==> config.mk <==
export PLATFORM = sky130hd
export DESIGN_NAME = sleep_mode_clock_gating
export DESIGN_NICKNAME = d
export VERILOG_FILES = /design/src/logic/sleep_ctrl_pkg.sv /design/src/logic/sleep_mode_clock_gating.sv /design/src/logic/sleep_mode_decode.sv
export VERILOG_INCLUDE_DIRS = /design/src /design/src/logic
export SDC_FILE = /design/constraint.sdc
export NUM_CORES = 1
export LEC_CHECK = 0
export ABC_CLOCK_PERIOD_IN_PS = 1850
export BUFFER_PORTS_ARGS = -buffer_cell sky130_fd_sc_hd__buf_2
export CAP_MARGIN = 30
export CORE_MARGIN = 8
export CORE_UTILIZATION = 50
export DETAILED_ROUTE_END_ITERATION = 7
export PLACE_DENSITY = 0.83
export SLEW_MARGIN = 10
export SYNTH_ARGS = -nofsm -noshare
export SYNTH_HDL_FRONTEND = slang
export SYNTH_HIERARCHICAL = 1
export SYNTH_SLANG_ARGS = --single-unit
==> constraint.sdc <==
create_clock -name CLK -period 1.85 [get_ports CLK]
set_input_delay 0.37 -clock CLK [delete_from_list [all_inputs] [get_ports CLK]]
set_output_delay 0.37 -clock CLK [all_outputs]
set_load 0.02 [all_outputs]
==> src/logic/sleep_ctrl_regs.svh <==
// constants for the sleep-mode clock gating controller
`ifndef SLEEP_CTRL_REGS_SVH
`define SLEEP_CTRL_REGS_SVH
`define MODE_IDLE       3'h0
`define MODE_ADC_NR     3'h1
`define MODE_PWR_DOWN   3'h2
`define MODE_PWR_SAVE   3'h3
`define MODE_STANDBY    3'h6
`define DOM_CPU         0
`define DOM_OSC         1
`define DOM_SRAM        2
`define DOM_TIMER       3
`define DOM_SPI         4
`define DOM_IRQ         5
`define DOM_ATIMER      6
`define DOM_LCD         7
`define DOM_ADC         8
`define DOM_COUNT       9
`define EN_RUN          9'h1_FF
`define EN_IDLE         9'h1_FE
`define EN_ADC_NR       9'h1_C2
`define EN_PWR_SAVE     9'h0_C0
`define EN_PWR_DOWN     9'h0_00
`define EN_STANDBY      9'h0_02
`define OSC_START_NS    100
`define OSC_START_CYC   ((`OSC_START_NS + 9) / 10)
`endif

==> src/logic/sleep_ctrl_pkg.sv <==
// types for the sleep-mode clock gating controller
package sleep_ctrl_pkg;
    typedef enum logic [1:0] {
        ST_RUN   = 2'b00,
        ST_SLEEP = 2'b01,
        ST_WAKE  = 2'b11
    } sleep_state_type;
    typedef struct packed {
        logic       req;
        logic [2:0] mode;
    } sleep_req_type;
endpackage

==> src/logic/sleep_mode_clock_gating.sv <==
// sleep-mode clock gating controller top
`timescale 1ns/10ps
`include "sleep_ctrl_regs.svh"
module sleep_mode_clock_gating
    import sleep_ctrl_pkg::*;
(
    input  wire logic                  CLK,
    input  wire logic                  RESETN,
    input  wire logic                  SLEEP_REQ,
    input  wire logic [2:0]            SLEEP_MODE,
    input  wire logic                  IRQ,
    output logic      [`DOM_COUNT-1:0] CLK_EN,
    output logic                       SLEEPING
);
    localparam int unsigned START_CYC = `OSC_START_CYC;
    sleep_state_type    state_q, state_d;
    logic [`DOM_COUNT-1:0] en_q, en_d;
    logic [7:0]         cnt_q, cnt_d;
    logic [`DOM_COUNT-1:0] dec_en;
    logic               dec_valid;
    sleep_req_type      req;
    assign req.req  = SLEEP_REQ;
    assign req.mode = SLEEP_MODE;

    sleep_mode_decode u_dec (
        .mode  (req.mode),
        .en    (dec_en),
        .valid (dec_valid)
    );

    // oscillator off needs a restart delay before cpu clock returns
    wire osc_was_off = ~en_q[`DOM_OSC];
    wire take_req    = (state_q == ST_RUN) & req.req & dec_valid;

    always_comb begin
        state_d = state_q;
        en_d    = en_q;
        cnt_d   = cnt_q;
        case (state_q)
            ST_RUN: begin
                if (take_req) begin
                    state_d = ST_SLEEP;
                    en_d    = dec_en;
                end
            end
            ST_SLEEP: begin
                if (IRQ) begin
                    if (osc_was_off) begin
                        state_d = ST_WAKE;
                        en_d    = en_q | (`DOM_COUNT'(1) << `DOM_OSC);
                        cnt_d   = 8'(START_CYC);
                    end else begin
                        state_d = ST_RUN;
                        en_d    = `EN_RUN;
                    end
                end
            end
            ST_WAKE: begin
                if (cnt_q <= 8'h01) begin
                    state_d = ST_RUN;
                    en_d    = `EN_RUN;
                    cnt_d   = 8'h00;
                end else begin
                    cnt_d = cnt_q - 8'h01;
                end
            end
            default: begin
                state_d = ST_RUN;
                en_d    = `EN_RUN;
                cnt_d   = 8'h00;
            end
        endcase
    end

    // register contents elsewhere survive: only enables change here
    always_ff @(posedge CLK or negedge RESETN) begin
        if (!RESETN) begin
            state_q <= ST_RUN;
            en_q    <= `EN_RUN;
            cnt_q   <= 8'h00;
        end else begin
            state_q <= state_d;
            en_q    <= en_d;
            cnt_q   <= cnt_d;
        end
    end

    assign CLK_EN   = en_q;
    assign SLEEPING = (state_q != ST_RUN);

    AST_IDLE: assert property (@(posedge CLK) disable iff (!RESETN)
        take_req && SLEEP_MODE == `MODE_IDLE |=> CLK_EN == `EN_IDLE)
        else $error("idle enables wrong");
    AST_PDOWN: assert property (@(posedge CLK) disable iff (!RESETN)
        take_req && SLEEP_MODE == `MODE_PWR_DOWN |=> CLK_EN == 9'h0_00)
        else $error("power-down enables wrong");
    AST_PSAVE: assert property (@(posedge CLK) disable iff (!RESETN)
        take_req && SLEEP_MODE == `MODE_PWR_SAVE |=> CLK_EN[`DOM_ATIMER] && CLK_EN[`DOM_LCD]
        && !CLK_EN[`DOM_OSC])
        else $error("power-save enables wrong");
    AST_ADCNR: assert property (@(posedge CLK) disable iff (!RESETN)
        take_req && SLEEP_MODE == `MODE_ADC_NR |=> CLK_EN == `EN_ADC_NR)
        else $error("adc noise enables wrong");
    AST_STBY: assert property (@(posedge CLK) disable iff (!RESETN)
        take_req && SLEEP_MODE == `MODE_STANDBY |=> CLK_EN == 9'h0_02)
        else $error("standby enables wrong");
    AST_HOLD: assert property (@(posedge CLK) disable iff (!RESETN)
        state_q == ST_SLEEP && !IRQ |=> $stable(CLK_EN) && SLEEPING)
        else $error("sleep left without wake event");
    AST_WAKE: assert property (@(posedge CLK) disable iff (!RESETN)
        state_q == ST_SLEEP && IRQ |-> ##[1:11] CLK_EN == `EN_RUN)
        else $error("wake did not restore clocks");
    AST_NOREQ: assert property (@(posedge CLK) disable iff (!RESETN)
        state_q == ST_RUN && !SLEEP_REQ |=> state_q == ST_RUN)
        else $error("slept without request");
    AST_MODES: assert property (@(posedge CLK) disable iff (!RESETN)
        state_q == ST_RUN && SLEEP_REQ && !dec_valid |=> CLK_EN == `EN_RUN)
        else $error("invalid mode accepted");

    // counts restart cycles so AST_WAKE_BOUND and AST_WAKE_FULL need not unroll the delay
    logic [7:0] wake_len_q;
    always_ff @(posedge CLK or negedge RESETN) begin
        if (!RESETN) begin
            wake_len_q <= 8'h00;
        end else if (state_q == ST_WAKE) begin
            wake_len_q <= wake_len_q + 8'h01;
        end else begin
            wake_len_q <= 8'h00;
        end
    end

    AST_RUN_ALL: assert property (@(posedge CLK) disable iff (!RESETN)
        !SLEEPING |-> CLK_EN == `EN_RUN)
        else $error("run state with gated domain");

    AST_CPU_HALT: assert property (@(posedge CLK) disable iff (!RESETN)
        state_q == ST_SLEEP |-> !CLK_EN[`DOM_CPU])
        else $error("cpu clocked while asleep");

    AST_IDLE_OSC: assert property (@(posedge CLK) disable iff (!RESETN)
        take_req && SLEEP_MODE == `MODE_IDLE |=> CLK_EN[`DOM_OSC])
        else $error("idle stopped the oscillator");

    AST_IDLE_KEEP: assert property (@(posedge CLK) disable iff (!RESETN)
        take_req && SLEEP_MODE == `MODE_IDLE |=> CLK_EN[`DOM_SRAM] && CLK_EN[`DOM_TIMER]
        && CLK_EN[`DOM_SPI] && CLK_EN[`DOM_IRQ])
        else $error("idle gated a kept domain");

    AST_PDOWN_SLEEP: assert property (@(posedge CLK) disable iff (!RESETN)
        take_req && SLEEP_MODE == `MODE_PWR_DOWN |=> SLEEPING)
        else $error("power-down not entered");

    AST_OSC_HOLD: assert property (@(posedge CLK) disable iff (!RESETN)
        state_q == ST_SLEEP && !CLK_EN[`DOM_OSC] && !IRQ |=> !CLK_EN[`DOM_OSC])
        else $error("oscillator restarted without wake");

    AST_PSAVE_REST: assert property (@(posedge CLK) disable iff (!RESETN)
        take_req && SLEEP_MODE == `MODE_PWR_SAVE |=> !CLK_EN[`DOM_CPU]
        && !CLK_EN[`DOM_SRAM] && !CLK_EN[`DOM_SPI])
        else $error("power-save left a domain running");

    AST_ADCNR_KEEP: assert property (@(posedge CLK) disable iff (!RESETN)
        take_req && SLEEP_MODE == `MODE_ADC_NR |=> CLK_EN[`DOM_ADC]
        && CLK_EN[`DOM_ATIMER] && CLK_EN[`DOM_LCD])
        else $error("adc noise gated a kept domain");

    AST_ADCNR_IO: assert property (@(posedge CLK) disable iff (!RESETN)
        take_req && SLEEP_MODE == `MODE_ADC_NR |=> !CLK_EN[`DOM_SPI]
        && !CLK_EN[`DOM_TIMER] && !CLK_EN[`DOM_CPU])
        else $error("adc noise left io running");

    AST_STBY_OSC: assert property (@(posedge CLK) disable iff (!RESETN)
        take_req && SLEEP_MODE == `MODE_STANDBY |=> CLK_EN[`DOM_OSC] && !CLK_EN[`DOM_CPU])
        else $error("standby oscillator wrong");

    AST_FAST_WAKE: assert property (@(posedge CLK) disable iff (!RESETN)
        state_q == ST_SLEEP && IRQ && CLK_EN[`DOM_OSC] |=> CLK_EN == `EN_RUN && !SLEEPING)
        else $error("running oscillator woke slowly");

    AST_SLOW_OSC: assert property (@(posedge CLK) disable iff (!RESETN)
        state_q == ST_SLEEP && IRQ && !CLK_EN[`DOM_OSC] |=> CLK_EN[`DOM_OSC] && SLEEPING)
        else $error("oscillator not restarted first");

    AST_WAKE_CPU: assert property (@(posedge CLK) disable iff (!RESETN)
        state_q == ST_WAKE |-> !CLK_EN[`DOM_CPU] && CLK_EN[`DOM_OSC])
        else $error("cpu clocked before oscillator settled");

    AST_WAKE_CNT: assert property (@(posedge CLK) disable iff (!RESETN)
        state_q == ST_WAKE |-> cnt_q != 8'h00)
        else $error("restart counter empty while waiting");

    AST_WAKE_STAY: assert property (@(posedge CLK) disable iff (!RESETN)
        state_q == ST_SLEEP && IRQ && !CLK_EN[`DOM_OSC] |-> ##10 SLEEPING)
        else $error("restart delay cut short");

    AST_WAKE_END: assert property (@(posedge CLK) disable iff (!RESETN)
        state_q == ST_SLEEP && IRQ && !CLK_EN[`DOM_OSC] |-> ##11 !SLEEPING)
        else $error("restart delay too long");

    AST_WAKE_BOUND: assert property (@(posedge CLK) disable iff (!RESETN)
        state_q == ST_WAKE |-> wake_len_q < 8'(START_CYC))
        else $error("restart wait overran");

    AST_WAKE_FULL: assert property (@(posedge CLK) disable iff (!RESETN)
        state_q == ST_WAKE && wake_len_q == 8'(START_CYC - 1) |=> state_q == ST_RUN)
        else $error("restart wait not ended");

    AST_TAKE: assert property (@(posedge CLK) disable iff (!RESETN)
        take_req |=> SLEEPING)
        else $error("request not taken");

    AST_STATE_OK: assert property (@(posedge CLK) disable iff (!RESETN)
        state_q == ST_RUN || state_q == ST_SLEEP || state_q == ST_WAKE)
        else $error("illegal state code");

    AST_RUN_CNT: assert property (@(posedge CLK) disable iff (!RESETN)
        state_q == ST_RUN |-> cnt_q == 8'h00)
        else $error("stale restart count in run");
endmodule

==> src/logic/sleep_mode_decode.sv <==
// maps a sleep mode onto the domain clock enables
`timescale 1ns/10ps
`include "sleep_ctrl_regs.svh"
module sleep_mode_decode
    import sleep_ctrl_pkg::*;
(
    input  wire logic [2:0]           mode,
    output logic      [`DOM_COUNT-1:0] en,
    output logic                      valid
);
    wire is_idle = (mode == `MODE_IDLE);
    wire is_adc  = (mode == `MODE_ADC_NR);
    wire is_pd   = (mode == `MODE_PWR_DOWN);
    wire is_ps   = (mode == `MODE_PWR_SAVE);
    wire is_sb   = (mode == `MODE_STANDBY);
    assign valid = is_idle | is_adc | is_pd | is_ps | is_sb;
    assign en = is_idle ? `EN_IDLE :
                is_adc  ? `EN_ADC_NR :
                is_ps   ? `EN_PWR_SAVE :
                is_pd   ? `EN_PWR_DOWN :
                is_sb   ? `EN_STANDBY :
                          `EN_RUN;
endmodule

======== Word-level counts from Yosys, hierarchy flattened ========
Cells that the tools add are included.
word-level totals
  flip-flop bits (word level) ............. 19
  input bits .............................. 7
  output and inout port bits .............. 10
  word-level logic and storage cells ...... 49
cells by class
  add/subtract/negate cells ............... 1
  $lt $le $gt $ge ......................... 1
  equality and inequality tests ........... 11
  mux-type cells .......................... 19
  bitwise gates (word level) .............. 7
  reductions and logical operators ........ 6
operator list
  operator                                                                          count
  9-bit 2-to-1 mux                                                                  9
  9-bit case mux with 3 select lines                                                1
  8-bit 2-to-1 mux                                                                  3
  8-bit case mux with 3 select lines                                                1
  2-bit inequality test, second input constant                                      5
  8-bit by 1-bit less-or-equal comparator with 1-bit output, second input constant  1
  2-bit 2-to-1 mux                                                                  4
  8-bit by 1-bit subtractor with 8-bit output, second input constant                1
  3-bit by 2-bit equality test with 1-bit output, second input constant             2
  2-bit case mux with 3 select lines                                                1
  3-bit AND reduction                                                               2
  1-bit OR                                                                          4
  4-bit AND reduction                                                               1
  3-bit by 1-bit equality test with 1-bit output, second input constant             1
  3-bit equality test, second input constant                                        1
  3-bit logical NOT                                                                 1
  1-bit bitwise AND                                                                 2
  2-bit by 1-bit equality test with 1-bit output, second input constant             1
  2-bit equality test, second input constant                                        1
  2-bit logical NOT                                                                 1
  2-bit nonzero test                                                                1
  1-bit NOT                                                                         1

======== Depth between registers and ports, before layout ========
Gate-level depths: netlist of the first run.
  depth after elaboration ................. 8
  depth in mapped cells ................... 6
  mapped depth without buffers ............ 6

======== Hierarchy ========
Netlist of the first run, hierarchy kept.
by module, submodules not included
  module                   times used  cells an instance  area an instance (µm²)  sequential area each (µm²)
  sleep_mode_clock_gating  1           94                 1011.0                  486.7
  sleep_mode_decode        1           11                 75.1                    0.0

======== Worst setup path before layout of the first run ========
OpenSTA, ideal clock, no wires.
  path type ............................... reg-to-reg
  start point ............................. reg cnt_q[0]
  end point ............................... reg cnt_q[6]
  data arrival time ....................... 1.641 ns
  required time ........................... 1.767 ns
  path slack .............................. 0.127 ns
  cell stages (with the launch flop) ...... 7
  path buffers ............................ 0
  cell sequence ........................... dfrtp_1 > inv_1 > ha_1 > or2_2 > a31o_2 > or3_1 > o21ai_0
between the ends
  word-level cells in the longest chain between the ends .. 3
  elaborated cells between the ends (all ways) .. 4
  classes of those cells .................. 1 x add/sub; 1 x order compare; 2 x mux
RTL lines
  item                                                                                                                      line                                                          RTL
  start, declared                                                                                                           sleep_mode_clock_gating.sv:18                                 logic [7:0] cnt_q, cnt_d;
  start signal, assigned                                                                                                    sleep_mode_clock_gating.sv:84                                 cnt_q <= cnt_d;
  8-bit by 1-bit subtractor with 8-bit output or 8-bit by 1-bit less-or-equal comparator with 1-bit output (tied branches)  sleep_mode_clock_gating.sv:64, sleep_mode_clock_gating.sv:59
  8-bit 2-to-1 mux (*)                                                                                                      sleep_mode_clock_gating.sv:59                                 if (cnt_q <= 8'h01) begin
  8-bit case mux with 3 select lines (*)                                                                                    sleep_mode_clock_gating.sv:39                                 case (state_q)
Mark *: on every way between the ends. The rest lies on a longest branch, timed or not.
A chain may end at the register's enable or synchronous reset.

======== Final worst setup path of the first run ========
  start point ............................. reg state_q[1]
  end point ............................... out SLEEPING
between the ends
  word-level cells in the longest chain between the ends .. 1
RTL lines
  item                    line                           RTL
  start, declared         sleep_mode_clock_gating.sv:16  sleep_state_type state_q, state_d;
  start signal, assigned  sleep_mode_clock_gating.sv:82  state_q <= state_d;
  2-bit nonzero test      sleep_mode_clock_gating.sv:89  assign SLEEPING = (state_q != ST_RUN);
  end, declared           sleep_mode_clock_gating.sv:13  output logic SLEEPING
Every way passes these cells.

==> impl_metrics.ini, run 1 <==
[timing]
tightestPinTransition_ns = 0.432
worst_clock_skew_ns = 0.00771
grt_setup_unrepaired = false
slew_violations = 0
timing.final.crit_period_ns = 1.71
setup-tns-final_ns = 0
maximum_operating_frequency_ghz = 0.583
timing_hold_violations_final = 0
slew_headroom_pct = 71.0
worst_hold_slack_ns = 0.377
finalSetupViolCount = 0
final_worst_path_period_share_pct = 92.6

[clock_network]
clk_root_buffer_cell = sky130_fd_sc_hd__clkbuf_4
skew_pair_late_insertion_delay_ns = 0.29
clockBufferDepth = 2
cts_inserted_buffers = 3
tritoncts_num_sinks = 19
clk_pin_slew_worst_paths_ns = 0.11
htree_levels = 1
cts_tree = built

[routing]
routed_vias = 858
routed_via_density = 5.61
detail_route.drc_violations = 0
avgRoutedWirePerCell_um = 14.4
drt-initial-drc-count = 19
wl_um = 2210
dr.pass1.iters = 4
antenna_left = 0

[power_and_ir_drop]
power.leakage_nw = 0.525
power.net_switching_mw = 0.996
sw_frac_of_total_pct = 43.2
fraction_of_power_consumed_by_the_clock_network_pct = 9.0
cell_internal_pwr_mw = 1.31
power.share.sequential_pct = 35.3
cellPowerDensity_nw_per_um2 = 1830
power.combinational.fraction_pct = 55.6
irDropWorstVdd_mv = 0.980

[global_routing]
first_global_vias = 941
grt_use_total_pct = 11.8
globalRoute.totalOverflow = 0
grt_pass1_wl_um = 3930
number_of_antenna_violations_at_the_first_check_in_global_routing = 0
largest_net_degree_at_the_start_of_global_routing = 20

[die]
core_box_area_um2 = 2130
die_width_um = 62.6
initial_core_util_pct = 51.1
boundaryPins = 17
dieHeight_um = 62.6
design.die.area_um2 = 3920
floorplan.rows = 17

[layout]
antenna_cells = 0
layout_stage_area_growth_over_the_synthesis_result_pct = 15.9
filler_cell_count = 188
drive_gt1_share_pct = 41.6
num-nets-final = 135

[flow_run]
cap_viol_max_count = 0

[placement]
post_detail_place_hpwl_um = 1700
finalWeightedCongestion = 0.795
placement.io_buffers = 16

[run_status]
status = complete, no violations

[synthesis]
syn-cell-area_um2 = 1090
mappedNetlistNets = 114
avgSynthCellArea_um2 = 10.3
synth_seq_area_share_pct = 44.8
synthDistinctLibCells = 35
yosysWarningCount = 6
synthesis.instances = 105
ys_seq_elements = 19

[setup_path]
arrival_time_of_data_at_the_critical_path_endpoint_ns = 1.34
path_max_fanout = 9
worst-endpoint-required_ns = 1.48
critical_path_startpoint_category = flip-flop
worst-setup-path-type = flip-flop to output pin
crit_path_end_kind = output pin

[hold_path]
hp-class = input pin to flip-flop
## final cells by class
class	instances	area [um^2]	area share, %
multi-input combinational	75	559	44.4
sequential	19	488	38.8
timing repair buffer	22	130	10.3
tap	28	35.0	2.78
clock buffer	3	22.5	1.79
inverter	5	18.8	1.49
clock inverter	1	5.00	0.398
## logic make-up (layout without fill, tap and decap cells)
logic type	count (synthesis)	count (layout)	synth area share, %
AND/OR/NAND/NOR	36	36	19.8
AO/OA/AOI/OAI	27	27	17.9
flip-flops	19	19	44.8
buffers and inverters	11	31	5.18
multiplexers	9	9	9.22
adder cells (fa/ha/maj)	2	2	2.30
XOR/XNOR	1	1	0.807
## synthesized netlist by cell type, drive strengths merged
cell | instances | area share [%]
a211oi | 1 | 0.69
a21oi | 7 | 4.3
a22oi | 1 | 0.69
a31o | 1 | 0.81
a31oi | 3 | 3.1
a32o | 1 | 0.92
and2 | 1 | 0.81
buf | 4 | 2.8
clkbuf | 2 | 0.69
dfrtp | 10 | 23
dfstp | 9 | 22
ha | 2 | 2.3
inv | 5 | 1.7
mux2 | 8 | 8.3
mux2i | 1 | 0.92
nand2 | 8 | 2.8
nand2b | 4 | 3.0
nand3 | 1 | 0.46
nor2 | 5 | 1.7
nor3 | 2 | 0.92
nor4 | 2 | 2.5
o21a | 1 | 0.69
o21ai | 8 | 3.7
o21bai | 1 | 0.69
o2bb2ai | 1 | 0.81
o31ai | 1 | 0.69
o41ai | 1 | 0.81
or2 | 2 | 1.2
or3 | 10 | 5.8
or4 | 1 | 0.69
xnor2 | 1 | 0.81
## cells in the final DEF, fill, tap and decap left out, types with 5 or more instances in the layout
| cell type | count |
|---|---|
| sky130_fd_sc_hd__nand2_1 | 8 |
| sky130_fd_sc_hd__buf_2 | 15 |
| sky130_fd_sc_hd__mux2_2 | 8 |
| sky130_fd_sc_hd__dfstp_2 | 9 |
| sky130_fd_sc_hd__a21oi_1 | 6 |
| sky130_fd_sc_hd__nor2_1 | 5 |
| sky130_fd_sc_hd__dfrtp_1 | 9 |
| sky130_fd_sc_hd__buf_4 | 6 |
| sky130_fd_sc_hd__or3_1 | 10 |
| sky130_fd_sc_hd__inv_1 | 5 |
| sky130_fd_sc_hd__o21ai_0 | 8 |
## through the flow
| step | cell area [um^2] | power, mW | setup slack [ns] | utilization [%] | instances |
|---|---|---|---|---|---|
| 6_report | 1260 | 2.30 | 0.136 | 59.2 | 153 |
| 5_1_grt | 1260 | 2.48 | 0.0299 | 59.2 | 153 |
| 4_1_cts | 1230 | 2.25 | 0.00971 | 58.0 | 151 |
| 3_5_place_dp | 1190 | 2.01 | 0.000764 | 55.8 | 146 |
| 3_3_place_gp | 1190 | 1.94 | 0.0905 | 55.8 | 146 |
| 2_1_floorplan | 1090 | 1.69 | 0.127 | - | 105 |
## critical path, cell delays in order, from the launching register on
cell and delay (ns):
sky130_fd_sc_hd__dfrtp_2 0.46, sky130_fd_sc_hd__buf_4 0.17, sky130_fd_sc_hd__or2_4 0.26, sky130_fd_sc_hd__buf_4 0.16
## power by group through the flow
| stage | Sequential, mW | Clock, mW | Combinational [mW] |
|---|---|---|---|
| finish | 0.814 | 0.208 | 1.28 |
| global route | 0.838 | 0.243 | 1.40 |
| CTS | 0.820 | 0.222 | 1.21 |
| detailed placement | 0.824 | 0 | 1.18 |
| global placement | 0.808 | 0 | 1.13 |
| floorplan | 0.883 | 0 | 0.807 |
## metal layers
metal	track usage (%)	up-vias	part of all wire, %
li1	-	418	-
met1	12.8	424	44
met2	21.9	14	53
met3	2.69	2	2.6
met4	3.70	0	0.68
met5	0	-	0
## flip-flops by register name, indices dropped and copies added (netlist names)
| register | count |
|---|---|
| CLK_EN | 9 |
| cnt_q | 8 |
| state_q | 2 |
## worst paths after layout
| kind | startpoint | end | slack, ns | depth (start not counted) |
|---|---|---|---|---|
| setup reg to reg | cnt_q[0] | cnt_q[6] | 0.14 | 6 |
| hold reg to reg | cnt_q[7] | cnt_q[7] | 0.50 | 1 |
| setup / recovery | state_q[1] | SLEEPING | 0.14 | 3 |
| max in group asynchronous | RESETN | CLK_EN[5] | 0.98 | 2 |
| hold / removal | SLEEP_REQ | state_q[0] | 0.38 | 3 |
| min in group asynchronous | RESETN | cnt_q[6] | 0.53 | 2 |
## what timing repair did
item / in CTS / in global routing
gates resized for setup: 2 / 4
setup endpoints to repair: 3 / 12
hold buffers: 1 / 0
hold endpoints to repair: 6 / 0
buffers inserted: 0 / 2
pin swaps: 0 / 1
Note: power is estimated with default switching activity, not from simulation.
==> run 2: changes to the inputs <==
CTS_BUF_LIST = sky130_fd_sc_hd__clkbuf_16   (was default)
==> impl_metrics.ini, run 2 (synthesized netlist as in run 1, its figures left out) <==
[clock_network]
clk_pin_slew_worst_paths_ns = 0.05
clockBufferDepth = 2
cts_tree = built
cts_inserted_buffers = 3
skew_pair_late_insertion_delay_ns = 0.25
clk_root_buffer_cell = sky130_fd_sc_hd__clkbuf_16
tritoncts_num_sinks = 19
htree_levels = 1

[power_and_ir_drop]
power.leakage_nw = 0.538
total_power_mw = 2.50
cellPowerDensity_nw_per_um2 = 1930
irDropWorstVdd_mv = 1.09

[layout]
area.sequential_um2 = 487
layout_stage_area_growth_over_the_synthesis_result_pct = 19.0
utilization_pct = 60.8
fin_area_um2 = 1290
num-nets-final = 133
most_common_library_cell_in_the_layout_ignoring_fill_and_taps = sky130_fd_sc_hd__buf_2
antenna_cells = 0
largest_reg_flops = 9
top_library_cells_by_usage_in_the_layout_fill_and_taps_aside = sky130_fd_sc_hd__buf_2 (16), sky130_fd_sc_hd__or3_1 (10), sky130_fd_sc_hd__dfrtp_1 (10)
filler_cell_count = 188
multi_input_area_um2 = 569
drive_gt1_share_pct = 40.7
layout.cells.non_filler = 151

[setup_path]
crit_path_end_kind = output pin
worst-endpoint-required_ns = 1.48
arrival_time_of_data_at_the_critical_path_endpoint_ns = 1.41
path_max_fanout = 10
worst-setup-path-type = flip-flop to output pin
critical_path_startpoint_category = flip-flop

[placement]
placement.io_buffers = 16
post_detail_place_hpwl_um = 1700
place.detailed.instances = 146
place_area_um2 = 1190
finalWeightedCongestion = 0.795

[flow_run]
cap_viol_max_count = 0

[timing]
timing.final.crit_period_ns = 1.78
grt_setup_unrepaired = false
worst_clock_skew_ns = 0.00159
slew_violations = 0
tightestPinTransition_ns = 0.412
final_worst_path_period_share_pct = 96.0
finalSetupViolCount = 0
slew_headroom_pct = 72.4
timing_hold_violations_final = 0
maximum_operating_frequency_ghz = 0.563
setup-tns-final_ns = 0

[routing]
avgRoutedWirePerCell_um = 14.7
routed_vias = 857
wl_um = 2220
antenna_left = 0
detail_route.drc_violations = 0
routed_via_density = 5.68
dr.pass1.iters = 4
drt-initial-drc-count = 24

[global_routing]
globalRoute.totalOverflow = 0
grt_use_total_pct = 11.9
first_global_vias = 931
largest_net_degree_at_the_start_of_global_routing = 20
number_of_antenna_violations_at_the_first_check_in_global_routing = 0
grt_pass1_wl_um = 3870

[die]
die_width_um = 62.6
initial_core_util_pct = 51.1
floorplan.rows = 17
design.die.area_um2 = 3920
dieHeight_um = 62.6
core_box_area_um2 = 2130
boundaryPins = 17

[run_status]
status = complete, no violations

[hold_path]
hp-class = input pin to async pin
-- run 2: cell types whose count changed in the layout (fill, tap and decap cells not counted), sizes merged --
cell,change
a21oi,+1
buf,-2
dlygate4sd3,-1
-- run 2: power breakdown --
group	leakage [nW]	switching [mW]	internal [mW]
Combinational	0.271	0.692	0.544
Sequential	0.226	0.176	0.641
Clock	0.0409	0.155	0.290
Total	0.538	1.02	1.47
-- run 2: cell type report --
type / count / area share (%)
clock buffers: 3 / 5.81
repair buffers: 19 / 7.94
well taps: 28 / 2.71
inverters: 5 / 1.45
clock inverters: 1 / 0.387
multi-input cells: 76 / 44.0
flip-flops and latches: 19 / 37.7
-- run 2: layer usage --
layer	routed length [um]	track usage, %	vias up	share of wire (%)
li1	-	-	415	-
met1	993	12.3	414	45
met2	1110	21.9	23	50
met3	63	2.51	5	2.8
met4	53	6.27	0	2.4
met5	0	0	-	0
-- run 2: worst max-delay path, cell delays in order (launching register included) --
cell,delay (ns)
sky130_fd_sc_hd__dfrtp_1,0.47
sky130_fd_sc_hd__buf_4,0.20
sky130_fd_sc_hd__or2_2,0.32
sky130_fd_sc_hd__buf_2,0.17
-- run 2: path summary, 6_finish.rpt --
kind / endpoint / slack, ns / cells after the start / from
max in group asynchronous: CLK_EN[6] / 1.48 / 1 / RESETN
max: SLEEPING / 0.07 / 3 / state_q[1]
min reg2reg: cnt_q[7] / 0.49 / 1 / cnt_q[7]
min in group CLK: state_q[0] / 0.44 / 3 / SLEEP_REQ
min: cnt_q[2] / 0.04 / 1 / RESETN
max reg2reg: cnt_q[6] / 0.10 / 6 / cnt_q[0]
-- run 2: per-stage QoR --
| stage | setup WS, ns | hold WS, ns |
|---|---|---|
| finish | 0.0733 | 0.0443 |
| global route | 0.00448 | 0.0850 |
| CTS | 0.0204 | 0.0622 |
| detailed placement | 0.000764 | 0.331 |
| global placement | 0.0905 | 0.324 |
| floorplan | 0.127 | 0.0744 |
-- run 2: repair_timing --
item | 4_1_cts | 5_1_grt
cloned | 0 | 1
setup buffers | 0 | 0
hold endpoints to repair | 0 | 0
setup endpoints to repair | 1 | 10
gates resized for setup | 1 | 2
hold buffers | 0 | 0
==> run 3: changes to the inputs <==
--- a/config.mk
+++ b/config.mk
@@ -14,2 +14,3 @@
 export CTS_BUF_LIST = sky130_fd_sc_hd__clkbuf_16
+export CTS_CLUSTER_SIZE = 14
 export DETAILED_ROUTE_END_ITERATION = 7
==> constraint.sdc (replaced) <==
create_clock -name CLK -period 1.85 [get_ports CLK]
set_input_delay 0.185 -clock CLK [delete_from_list [all_inputs] [get_ports CLK]]
set_output_delay 0.185 -clock CLK [all_outputs]
set_load 0.02 [all_outputs]
==> impl_metrics.ini, run 3 (synthesized netlist as in run 1, its figures left out) <==
[die]
initial_core_util_pct = 51.1
dieHeight_um = 62.6
design.die.area_um2 = 3920
die_width_um = 62.6
boundaryPins = 17
core_box_area_um2 = 2130
floorplan.rows = 17

[routing]
antenna_left = 0
routed_via_density = 5.55
drt-initial-drc-count = 25
wl_um = 2210
routed_vias = 855
avgRoutedWirePerCell_um = 14.4
detail_route.drc_violations = 0
dr.pass1.iters = 4

[clock_network]
clockBufferDepth = 2
clk_pin_slew_worst_paths_ns = 0.05
htree_levels = 1
tritoncts_num_sinks = 19
cts_inserted_buffers = 3
cts_tree = built
skew_pair_late_insertion_delay_ns = 0.25
clk_root_buffer_cell = sky130_fd_sc_hd__clkbuf_16

[global_routing]
first_global_vias = 943
grt_pass1_wl_um = 4050
grt_use_total_pct = 12.4
largest_net_degree_at_the_start_of_global_routing = 20
number_of_antenna_violations_at_the_first_check_in_global_routing = 0
globalRoute.totalOverflow = 0

[timing]
timing.final.crit_period_ns = 1.78
maximum_operating_frequency_ghz = 0.562
slew_headroom_pct = 69.9
grt_setup_unrepaired = true
slew_violations = 0
final_worst_path_period_share_pct = 96.2
finalSetupViolCount = 0
worst_clock_skew_ns = 0.00434
setup-tns-final_ns = 0
timing_hold_violations_final = 0
setup_ws_ns = 0.0709
tightestPinTransition_ns = 0.450

[placement]
place.detailed.instances = 146
placement.io_buffers = 16
finalWeightedCongestion = 0.782
pre_cts_ws_ns = 0.0320
post_detail_place_hpwl_um = 1630
place_area_um2 = 1190

[layout]
most_common_library_cell_in_the_layout_ignoring_fill_and_taps = sky130_fd_sc_hd__buf_2
top_library_cells_by_usage_in_the_layout_fill_and_taps_aside = sky130_fd_sc_hd__buf_2 (16), sky130_fd_sc_hd__or3_1 (10), sky130_fd_sc_hd__dfrtp_1 (10)
layout.cells.non_filler = 154
num-nets-final = 136
filler_cell_count = 189
utilization_pct = 61.5
largest_reg_flops = 9
antenna_cells = 0
fin_area_um2 = 1310
drive_gt1_share_pct = 39.7
layout_stage_area_growth_over_the_synthesis_result_pct = 20.5

[setup_path]
path_max_fanout = 9
crit_path_end_kind = flip-flop
critical_path_startpoint_category = flip-flop
worst-setup-path-type = flip-flop to flip-flop
worst-endpoint-required_ns = 2.02
arrival_time_of_data_at_the_critical_path_endpoint_ns = 1.95
worst_reg_to_reg_cells = 4

[run_status]
status = complete, no violations

[power_and_ir_drop]
power.leakage_nw = 0.556
irDropWorstVdd_mv = 1.14
cellPowerDensity_nw_per_um2 = 1900

[flow_run]
cap_viol_max_count = 0

[hold_path]
hold-path-cell-count = 3
hp-class = input pin to flip-flop
==> run 3: changes by cell type in the layout (fill, tap and decap cells not counted) <==
cell                            change
sky130_fd_sc_hd__a31oi_1            +1
sky130_fd_sc_hd__buf_4              +3
sky130_fd_sc_hd__a21oi_2            -1
sky130_fd_sc_hd__clkinv_2           -1
sky130_fd_sc_hd__dlygate4sd3_1      +1
sky130_fd_sc_hd__a31oi_2            -1
sky130_fd_sc_hd__inv_1              +1
==> run 3: timing repair <==
item,in CTS,in global routing
endpoints found under the hold margin,10,0
gates resized for setup,0,2
setup endpoints to repair,1,2
hold buffers,1,0
setup buffers,1,2
==> run 3: where the power goes <==
| part | switching, mW | internal (mW) |
|---|---|---|
| registers | 0.171 | 0.641 |
| clock network | 0.146 | 0.287 |
| logic | 0.682 | 0.563 |
| total | 0.999 | 1.49 |
==> run 3: through the flow <==
step	hold WS (ns)	power, mW
detailed placement	0.143	1.99
finish	0.223	2.49
floorplan	-0.111	1.69
global route	0.251	2.69
CTS	0.230	2.46
global placement	0.141	1.94
==> run 3: layout make-up <==
class	instances	area [um^2]	share of cell area [%]
timing repair buffer	23	135	10.3
inverter	5	18.8	1.43
tap	28	35.0	2.68
multi-input combinational	75	554	42.4
clock inverter	1	3.75	0.287
sequential	19	487	37.2
clock buffer	3	75.1	5.74
==> run 3: final timing paths <==
check | from | to | slack (ns)
worst max-delay path | cnt_q[6] | CLK_EN[5] | 0.07
worst min-delay path | SLEEP_REQ | state_q[0] | 0.22
worst max register to register | cnt_q[6] | CLK_EN[5] | 0.07
worst min register to register | cnt_q[7] | cnt_q[7] | 0.49
max in group asynchronous | RESETN | CLK_EN[0] | 1.12
min in group asynchronous | RESETN | cnt_q[2] | 0.39
==> run 3: critical path, cell delays in order, from the launching register on <==
cell	delay (ns)
sky130_fd_sc_hd__dfrtp_1	0.42
sky130_fd_sc_hd__nor4_4	0.43
sky130_fd_sc_hd__a31oi_4	0.17
sky130_fd_sc_hd__a21oi_4	0.30
sky130_fd_sc_hd__mux2_2	0.38
==> run 3: layer usage <==
metal | GRT usage, % | vias up | routed length (um)
li1 | - | 420 | -
met1 | 13.8 | 413 | 947
met2 | 21.5 | 22 | 1160
met3 | 4.12 | 0 | 108
met4 | 4.27 | 0 | 0
met5 | 0 | - | 0
